$ cat src/verilog/wrap_timer_pkg.sv
/*
 Shared constants and types for the free-running wrap timer: register word offsets, control
 field positions, reset values, tick source codes and the bus carrier structs.
 Assumes a single AHB-Lite master and one 20 MHz system clock.
*/
package wrap_timer_pkg;
   // byte addresses of the register words, one aligned word each
   localparam logic [7:0] OFS_COUNT_HIGH = 8'h00;
   localparam logic [7:0] OFS_COUNT_LOW = 8'h04;
   localparam logic [7:0] OFS_ALT_HIGH = 8'h08;
   localparam logic [7:0] OFS_ALT_LOW = 8'h0c;
   localparam logic [7:0] OFS_FLAGS = 8'h10;
   localparam logic [7:0] OFS_CTRL_FIRST = 8'h14;
   localparam logic [7:0] OFS_CTRL_SECOND = 8'h18;
   // field positions
   localparam int WRAP_FLAG_BIT = 5;
   localparam int WRAP_IRQ_ENABLE_BIT = 7;
   localparam int EXT_EDGE_SELECT_BIT = 0;
   localparam int TICK_SEL_LO = 2;
   // reset and reload values
   localparam logic [15:0] COUNT_RELOAD = 16'hfffc;
   localparam logic [15:0] COUNT_TOP = 16'hffff;
   localparam logic [7:0] CTRL_RESET = 8'h00;
   // tick source codes
   localparam logic [1:0] TICK_DIV4 = 2'h0;
   localparam logic [1:0] TICK_DIV2 = 2'h1;
   localparam logic [1:0] TICK_DIV8 = 2'h2;
   localparam logic [1:0] TICK_EXT = 2'h3;
   localparam logic [2:0] PRESCALE_RESET = 3'h0;
   // clock figures
   localparam int CLK_SYS_HZ = 20000000;
   localparam int EXT_MIN_FALLS = 4;

   typedef enum logic [1:0] {
      READ_LIVE = 2'b00,
      READ_HELD = 2'b01
   } low_read_state_t;

   typedef struct packed {
      logic [7:0] addr;
      logic write;
      logic valid;
   } bus_req_t;

   typedef struct packed {
      logic wrap_irq_enable;
      logic ext_edge_select;
      logic [1:0] tick_source_select;
   } timer_ctrl_t;
endpackage

$ cat src/verilog/tick_source.sv
/*
 Timer tick generator: prescaler by 2, 4 or 8 of the system clock, or a synchronised edge
 of the external tick pin. Assumes the pin is synchronous and slower than clk_sys / 4.
*/
`timescale 1ns/1ns
module tick_source (
   input wire logic clk_sys,
   input wire logic reset,
   input wire logic run,
   input wire wrap_timer_pkg::timer_ctrl_t ctrl,
   input wire logic ext_tick_pin,
   output logic tick
);
   import wrap_timer_pkg::*;

   logic [2:0] prescale_reg;
   logic ext_sync_reg;
   logic ext_prev_reg;
   logic ext_hold_reg;
   logic ext_edge;
   logic div_hit;

   // prescaler cleared by reset, frozen in halt
   always_ff @(posedge clk_sys or posedge reset) begin
      if (reset) begin
         prescale_reg <= PRESCALE_RESET;
      end else if (run) begin
         prescale_reg <= prescale_reg + 3'h1;
      end
   end

   // pin sampled on the falling system edge, then moved into the rising domain
   always_ff @(negedge clk_sys or posedge reset) begin
      if (reset) begin
         ext_sync_reg <= 1'b0;
      end else begin
         ext_sync_reg <= ext_tick_pin;
      end
   end

   // only the second and third stages feed the edge logic, the first stage is read once, by ext_prev_reg
   always_ff @(posedge clk_sys or posedge reset) begin
      if (reset) begin
         ext_prev_reg <= 1'b0;
         ext_hold_reg <= 1'b0;
      end else begin
         ext_prev_reg <= ext_sync_reg;
         ext_hold_reg <= ext_prev_reg;
      end
   end

   // edge select: 1 rising, 0 falling
   assign ext_edge = ctrl.ext_edge_select ? (ext_prev_reg & ~ext_hold_reg)
                                          : (~ext_prev_reg & ext_hold_reg);

   // fixed code assignment of the three prescaler ratios
   always_comb begin
      case (ctrl.tick_source_select)
         TICK_DIV2: div_hit = prescale_reg[0];
         TICK_DIV4: div_hit = &prescale_reg[1:0];
         TICK_DIV8: div_hit = &prescale_reg;
         default: div_hit = ext_edge;
      endcase
   end

   assign tick = run & div_hit;
endmodule

$ cat src/verilog/wrap_timer.sv
/*
 Free-running 16-bit wrap timer with AHB-Lite register slave, two count views with buffered
 low byte, wrap flag with two-step clear and halt/wait behaviour.
 Assumes one AHB-Lite master, single word transfers, clk_sys at 20 MHz.
*/
// The AHB-Lite register port and the register offsets were chosen for this implementation.
// Operation
// - sixteen-bit up counter advancing once per tick, read as high and low byte.
// - tick is clock by 2, 4, 8 or external pin per select bits.
// - primary and alternate count views return the same value.
// - writing either low byte forces the count to fffc.
// - count resets to fffc, the only value ever reloaded.
// - high byte read captures the low byte into a buffer.
// - buffered low byte stays frozen until the low byte is read.
// - low byte read without high byte read returns the live low byte.
// - wrap from ffff to 0000 sets the wrap flag.
// - interrupt asserted while flag, enable set and cpu mask clear; otherwise pending.
// - flag cleared by flags read while set, then primary low byte access.
// - alternate low byte accesses never clear the wrap flag.
// - wait mode leaves the counter running unchanged.
// - halt stops the count; it resumes from held value, reset restarts.
// - both select bits one picks external tick; edge bit picks its transition.
// - external edge is synchronised on the falling cpu clock edge.
`timescale 1ns/1ns
module wrap_timer (
   input wire logic clk_sys,
   input wire logic reset,
   input wire logic hsel,
   input wire logic [31:0] haddr,
   input wire logic [1:0] htrans,
   input wire logic hwrite,
   input wire logic [2:0] hsize,
   input wire logic [31:0] hwdata,
   input wire logic hready,
   output logic [31:0] hrdata,
   output logic hreadyout,
   output logic hresp,
   input wire logic cpu_irq_mask,
   input wire logic halt_mode,
   input wire logic wait_mode,
   input wire logic ext_tick_pin,
   output logic timer_irq,
   output logic [15:0] count_now
);
   import wrap_timer_pkg::*;

   logic [15:0] count_reg;
   logic [7:0] low_buffer_reg;
   low_read_state_t low_state_reg;
   logic wrap_flag_reg;
   logic flag_seen_reg;
   logic [7:0] ctrl_first_reg;
   logic [7:0] ctrl_second_reg;
   bus_req_t req_reg;
   logic [31:0] rdata_reg;
   timer_ctrl_t ctrl;
   logic tick;
   logic run;
   logic wrap;
   logic addr_ok;
   logic rd;
   logic wr;
   logic low_access;
   logic primary_low_access;
   logic high_take;
   logic low_take;
   logic rd_take;
   logic reload;
   logic [7:0] take_addr;
   logic flags_read;

   function automatic logic is_view(input logic [7:0] a, input logic [7:0] prim, input logic [7:0] alt);
      is_view = (a == prim) || (a == alt);
   endfunction

   // byte address of the aligned register word
   function automatic logic [7:0] word_addr(input logic [31:0] a);
      word_addr = {a[7:2], 2'b00};
   endfunction

   // wait mode is not an input to anything below: the counter simply keeps going
   assign run = ~halt_mode;
   assign ctrl.wrap_irq_enable = ctrl_first_reg[WRAP_IRQ_ENABLE_BIT];
   assign ctrl.ext_edge_select = ctrl_second_reg[EXT_EDGE_SELECT_BIT];
   assign ctrl.tick_source_select = ctrl_second_reg[TICK_SEL_LO +: 2];

   tick_source u_tick (
      .clk_sys(clk_sys),
      .reset(reset),
      .run(run),
      .ctrl(ctrl),
      .ext_tick_pin(ext_tick_pin),
      .tick(tick)
   );

   // address phase capture; slave is always ready so every phase lasts one cycle
   assign hreadyout = 1'b1;
   assign hresp = 1'b0;
   always_ff @(posedge clk_sys or posedge reset) begin
      if (reset) begin
         req_reg <= '0;
      end else if (hready) begin
         req_reg.valid <= hsel & htrans[1];
         req_reg.write <= hwrite;
         req_reg.addr <= word_addr(haddr);
      end
   end

   // data phase decode, side effects fire once in the data phase
   assign addr_ok = req_reg.valid;
   assign rd = addr_ok & ~req_reg.write;
   assign wr = addr_ok & req_reg.write;
   assign low_access = addr_ok & is_view(req_reg.addr, OFS_COUNT_LOW, OFS_ALT_LOW);
   assign primary_low_access = addr_ok & (req_reg.addr == OFS_COUNT_LOW);
   assign flags_read = rd & (req_reg.addr == OFS_FLAGS);
   assign reload = wr & low_access;
   // a reload in the same cycle wins, so that tick is no wrap
   assign wrap = tick & (count_reg == COUNT_TOP) & ~reload;

   // address phase decode: the low byte snapshot is taken at the same edge as the high byte read data
   assign take_addr = word_addr(haddr);
   assign rd_take = hready & hsel & htrans[1] & ~hwrite;
   assign high_take = rd_take & is_view(take_addr, OFS_COUNT_HIGH, OFS_ALT_HIGH);
   assign low_take = rd_take & is_view(take_addr, OFS_COUNT_LOW, OFS_ALT_LOW);

   // counter; a low byte write takes priority over a tick in the same cycle
   always_ff @(posedge clk_sys or posedge reset) begin
      if (reset) begin
         count_reg <= COUNT_RELOAD;
      end else if (reload) begin
         count_reg <= COUNT_RELOAD;
      end else if (tick) begin
         count_reg <= count_reg + 16'h0001;
      end
   end
   assign count_now = count_reg;

   // low byte buffer: armed by a high read, released by a low read; snapping it with the
   // high byte keeps a carry between the two reads from tearing the 16-bit value
   always_ff @(posedge clk_sys or posedge reset) begin
      if (reset) begin
         low_state_reg <= READ_LIVE;
         low_buffer_reg <= 8'h00;
      end else begin
         case (low_state_reg)
            READ_LIVE: begin
               if (high_take) begin
                  low_buffer_reg <= count_reg[7:0];
                  low_state_reg <= READ_HELD;
               end
            end
            READ_HELD: begin
               if (low_take) begin
                  low_state_reg <= READ_LIVE;
               end
            end
            default: low_state_reg <= READ_LIVE;
         endcase
      end
   end

   // wrap flag with two-step clear; a new wrap beats the clear
   always_ff @(posedge clk_sys or posedge reset) begin
      if (reset) begin
         wrap_flag_reg <= 1'b0;
         flag_seen_reg <= 1'b0;
      end else begin
         if (wrap) begin
            wrap_flag_reg <= 1'b1;
         end else if (flag_seen_reg && primary_low_access) begin
            wrap_flag_reg <= 1'b0;
         end
         if (flags_read && wrap_flag_reg) begin
            flag_seen_reg <= 1'b1;
         end else if (primary_low_access) begin
            flag_seen_reg <= 1'b0;
         end
      end
   end

   // pending request shows as soon as enable set and cpu mask clear
   assign timer_irq = wrap_flag_reg & ctrl.wrap_irq_enable & ~cpu_irq_mask;

   // control registers
   always_ff @(posedge clk_sys or posedge reset) begin
      if (reset) begin
         ctrl_first_reg <= CTRL_RESET;
         ctrl_second_reg <= CTRL_RESET;
      end else if (wr && req_reg.addr == OFS_CTRL_FIRST) begin
         ctrl_first_reg <= hwdata[7:0];
      end else if (wr && req_reg.addr == OFS_CTRL_SECOND) begin
         ctrl_second_reg <= hwdata[7:0];
      end
   end

   // read mux registered at the address phase so hrdata comes from a flop
   always_ff @(posedge clk_sys or posedge reset) begin
      if (reset) begin
         rdata_reg <= 32'h0000_0000;
      end else if (rd_take) begin
         case (take_addr)
            OFS_COUNT_HIGH, OFS_ALT_HIGH: rdata_reg <= {24'h000000, count_reg[15:8]};
            OFS_COUNT_LOW, OFS_ALT_LOW: begin
               if (low_state_reg == READ_HELD) begin
                  rdata_reg <= {24'h000000, low_buffer_reg};
               end else begin
                  rdata_reg <= {24'h000000, count_reg[7:0]};
               end
            end
            OFS_FLAGS: rdata_reg <= 32'(wrap_flag_reg) << WRAP_FLAG_BIT;
            OFS_CTRL_FIRST: rdata_reg <= {24'h000000, ctrl_first_reg};
            OFS_CTRL_SECOND: rdata_reg <= {24'h000000, ctrl_second_reg};
            default: rdata_reg <= 32'h0000_0000;
         endcase
      end
   end
   assign hrdata = rdata_reg;

   // checks
   chk_reload_value: assert property (@(posedge clk_sys) disable iff (reset)
      (wr && low_access) |=> count_reg == COUNT_RELOAD) else $error("low write did not reload");
   chk_wrap_sets: assert property (@(posedge clk_sys) disable iff (reset)
      wrap |=> wrap_flag_reg && count_reg == 16'h0000) else $error("wrap did not set flag");
   chk_alt_keeps: assert property (@(posedge clk_sys) disable iff (reset)
      (addr_ok && req_reg.addr == OFS_ALT_LOW && wrap_flag_reg) |=> wrap_flag_reg)
      else $error("alternate access cleared flag");
   chk_clear_needs: assert property (@(posedge clk_sys) disable iff (reset)
      $fell(wrap_flag_reg) |-> $past(flag_seen_reg) && $past(primary_low_access))
      else $error("flag cleared without sequence");
   chk_halt_holds: assert property (@(posedge clk_sys) disable iff (reset)
      (halt_mode && !(wr && low_access)) |=> $stable(count_reg)) else $error("count moved in halt");
   chk_irq_gate: assert property (@(posedge clk_sys) disable iff (reset)
      timer_irq == (wrap_flag_reg && ctrl_first_reg[WRAP_IRQ_ENABLE_BIT] && !cpu_irq_mask))
      else $error("irq gating wrong");
   chk_buffer_frozen: assert property (@(posedge clk_sys) disable iff (reset)
      (low_state_reg == READ_HELD && !(rd && low_access)) |=> $stable(low_buffer_reg))
      else $error("buffered low byte changed");
   chk_div2_rate: assert property (@(posedge clk_sys) disable iff (reset)
      (tick && run && ctrl.tick_source_select == TICK_DIV2 && !halt_mode) |=> !tick)
      else $error("divide by two ticked twice");
   chk_snap_low: assert property (@(posedge clk_sys) disable iff (reset)
      (high_take && low_state_reg == READ_LIVE) |=> low_state_reg == READ_HELD && low_buffer_reg == $past(count_reg[7:0]))
      else $error("low byte not snapped with high read");
   chk_live_low: assert property (@(posedge clk_sys) disable iff (reset)
      (low_take && low_state_reg == READ_LIVE) |=> hrdata[7:0] == $past(count_reg[7:0]))
      else $error("lone low read not live");
   chk_count_step: assert property (@(posedge clk_sys) disable iff (reset)
      (tick && !reload) |=> count_reg == $past(count_reg) + 16'h0001)
      else $error("count did not step by one");
   chk_halt_no_tick: assert property (@(posedge clk_sys) disable iff (reset)
      halt_mode |-> !tick)
      else $error("tick while halted");
endmodule

$ cat config.mk
export PLATFORM = sky130hd
export DESIGN_NAME = wrap_timer
export DESIGN_NICKNAME = d
export VERILOG_FILES = /design/src/verilog/wrap_timer_pkg.sv /design/src/verilog/tick_source.sv /design/src/verilog/wrap_timer.sv
export SDC_FILE = /design/constraint.sdc
export NUM_CORES = 1
export LEC_CHECK = 0
export BUFFER_PORTS_ARGS = -buffer_cell sky130_fd_sc_hd__buf_4
export CAP_MARGIN = 20
export CORE_MARGIN = 1.5
export CORE_UTILIZATION = 35
export CTS_CLUSTER_SIZE = 25
export DETAILED_ROUTE_END_ITERATION = 12
export PLACE_DENSITY = 0.74
export SETUP_SLACK_MARGIN = 0.15
export SKIP_LAST_GASP = 1
export SYNTH_ARGS = -nofsm -noshare
export SYNTH_HDL_FRONTEND = slang
export SYNTH_SLANG_ARGS = --single-unit
$ cat constraint.sdc
create_clock -name clk_sys -period 1.8 [get_ports clk_sys]
set_clock_uncertainty 0.05 [all_clocks]
set_input_delay 0.27 -clock clk_sys [delete_from_list [all_inputs] [get_ports clk_sys]]
set_output_delay 0.27 -clock clk_sys [all_outputs]
set_load 0.02 [all_outputs]
==> flow_metrics.env <==
export IMPL_status="complete, but fails checks"
export IMPL_violations="setup timing"
export IMPL_hpwl_mm=5.84
export IMPL_ys_async_sr_fraction_pct=100
export IMPL_routedWlPerCell_um=16.1
export IMPL_reg2regPathDepth=6
export IMPL_vias_per_cell=5.03
export IMPL_finalHoldViolCount=0
export IMPL_hold_ws_ns=0.107
export IMPL_hold_end="req_reg[1]"
export IMPL_initial_core_util_pct=36.0
export IMPL_drt_first_pass_iters=4
export IMPL_ys_ff_latch=65
export IMPL_pre_cts_slack_ns=-0.297
export IMPL_fin_nets=476
export IMPL_synthCells=303
export IMPL_crit_path_max_fanout=8
export IMPL_area_growth_synth_to_final_pct=38.1
export IMPL_remaining_drc_errors=0
export IMPL_yosys_top_cells_area="dfrtp_1, mux2_2, dfstp_2, buf_4, o21ai_0"
export IMPL_netlist_area_mm2=0.00333
export IMPL_antenna_left=0
export IMPL_synth_largest_area_cell="dfrtp_1"
export IMPL_powerDensity_mw_per_mm2=1200
export IMPL_multi_input_area_mm2=0.00179
export IMPL_worstSetupPathType="reg -> reg"
export IMPL_cts_sinks=65
export IMPL_cts_root_buffer="clkbuf_8"
export IMPL_rsz0062_at_grt="yes"
export IMPL_seq_area_frac_synth_pct=49.4
export IMPL_dp_cells=505
export IMPL_die_x_um=101
export IMPL_die_h_um=101
export IMPL_cts_inserted_buffers=9
export IMPL_reg2reg_slack_ns=-0.31
export IMPL_fmax_ghz=0.474
export IMPL_grt_max_degree=65
export IMPL_synth_main_ff_cell="dfrtp_1"
export IMPL_layout_setup_ws_ns=-0.309
export IMPL_path_clk_slew_ns=0.07
export IMPL_core_area_mm2=0.00924
export IMPL_grt_overflow=0
export IMPL_irDropWorstVdd_v=0.000871
export IMPL_fin_cells=529
export IMPL_design_area_mm2=0.00460
export IMPL_pin_count=129
export IMPL_rr_endpoint="ctrl_second_reg[4]"
export IMPL_tritoncts="done"
export IMPL_seqCellArea_mm2=0.00164
export IMPL_io_buffers=47
export IMPL_cts_hold_buf=0
export IMPL_placed_area_mm2=0.00409
export IMPL_synth_cell_types=53
export IMPL_yosysWarningCount=0
export IMPL_drive_above_1_share_pct=50.0
export IMPL_first_iter_violations=169
export IMPL_endpoint_kind="flop"
export IMPL_rows=35
export IMPL_largest_reg_flops=16
export IMPL_grt_total_usage_pct=17.4
export IMPL_gp_congestion=0.885
export IMPL_clk_latency_ns=0.35
export IMPL_synth_edf_count=0
export IMPL_worst_ep_required_time_ns=1.98
export IMPL_grt_pass1_vias=2618
export IMPL_r2r_start="req_reg[9]"
export IMPL_arrival_ns=2.29
export IMPL_slew_headroom_pct=46.1
export IMPL_num_vias=2660
export IMPL_fillers=807
export IMPL_grt_pass1_wl_mm=13.4
export IMPL_min_from="hwrite"
export IMPL_layout_min_cycle_time_ns=2.11
export IMPL_syn_avg_cell_area_um2=11.0
export IMPL_crit_path_start_kind="flop"
export IMPL_cellLeakagePower_nw=2.07
export IMPL_drv_cap=0
export IMPL_drv_slew=0
export IMPL_worst_hold_path_type="in -> reg"
export IMPL_drt_wl_total_mm=8.53
export IMPL_tightestPinTransition_ns=0.809
export IMPL_worstHoldPathCells=3
export IMPL_finalCritPeriodShare_pct=117
export IMPL_yosysTopAreaCellShare_pct=37.6
export IMPL_finalSetupViolations=34
export IMPL_n_antenna_cell=0
export IMPL_clock_path_buffers=2
export IMPL_die_area_mm2=0.0101
export IMPL_antenna_found_initial=0
export IMPL_htree_num_levels=3
[cells in the mapped netlist, types with 2 or more instances]
library cell	number
buf_2	3
nor3_1	2
xnor2_1	7
nor4_1	2
and3_1	9
nand2b_1	3
ha_1	3
conb_1	2
a32o_1	3
dfrtp_1	50
clkbuf_1	7
o31ai_1	3
o22ai_1	4
nand2_1	26
nand3_1	12
nor3b_1	3
nor2_1	9
inv_1	6
a222oi_1	3
dfstp_2	14
a21oi_1	9
nor3_2	2
mux2i_1	6
mux2_2	34
o21ai_0	21
a32oi_1	4
nand4_1	2
buf_4	26
or3_1	4
[what timing repair did]
item                                    CTS  global route
resized for setup                        42            16
gates cloned                              1             0
pin swaps                                11            11
setup buffers                             6             1
hold endpoints to repair                  0             0
endpoints found under the setup margin   42            34
[worst max path at each step]
stage                     startpoint            endpoint  slack (ns)  cells past startpoint
after floorplan           req_reg[9]       count_now[10]       -0.12                      6
after global placement    req_reg[9]  ctrl_second_reg[0]       -0.27                      6
after detailed placement  req_reg[9]  ctrl_second_reg[3]       -0.30                      6
after CTS                 req_reg[8]  ctrl_second_reg[4]       -0.29                      6
after global routing      req_reg[9]  ctrl_second_reg[4]       -0.35                      6
final                     req_reg[9]  ctrl_second_reg[4]       -0.31                      6
[critical path, stage by stage, from the launching register on]
cell and delay (ns):
dfrtp_1 0.38, or4b_4 0.56, buf_6 0.14, nor3b_4 0.20
and3_4 0.22, buf_12 0.14, mux2_4 0.30
[cells by family after synthesis]
family / Yosys count / synth area share (%)
and+or+nand+nor: 87 / 14.8
DFF: 65 / 49.4
AOI/OAI and AO/OA: 56 / 11.2
buffers and inverters: 43 / 8.12
muxes: 40 / 13.3
xor gates and xnor gates: 7 / 1.84
adders and majority gates: 3 / 1.13
other: 2 / 0.226
[layout by cell type (no fill, tap or decap), drive strengths merged, types with 12 or more instances in the layout]
cell and n:
conb 26, buf 94, dfstp 14, o21ai 21, dfrtp 50, nand3 12
mux2 34, nand2 26, clkbuf 14
[where the power goes]
group	internal (mW)	total [mW]	switching, mW
combinational	1.06	2.19	1.13
sequential	1.85	2.13	0.287
clock	0.647	1.20	0.556
[per-stage QoR]
step / TNS [ns] / util, % / total power, mW
2_1_floorplan: -2.21 / - / 3.20
3_3_place_gp: -4.85 / 44.3 / 3.97
3_5_place_dp: -5.41 / 44.3 / 4.03
4_1_cts: -6.05 / 48.7 / 5.42
5_1_grt: -8.29 / 49.8 / 5.84
6_report: -6.78 / 49.8 / 5.53
[area by class of cell]
type	instances	area share, %
flip-flops and latches	65	35.8
clock inverters	2	0.218
well taps	129	3.51
repair buffers	94	17.0
inverters	6	0.571
clock buffers	14	3.97
multi-input cells	219	39.0
[routing by layer]
layer	vias up	share of wire, %	track usage [%]
met4	0	1.4	5.85
met2	97	49	27.4
met1	1319	45	24.1
met5	-	0	0
met3	13	5.1	3.61
li1	1231	-	-
Power figures use the tool's default switching activity.
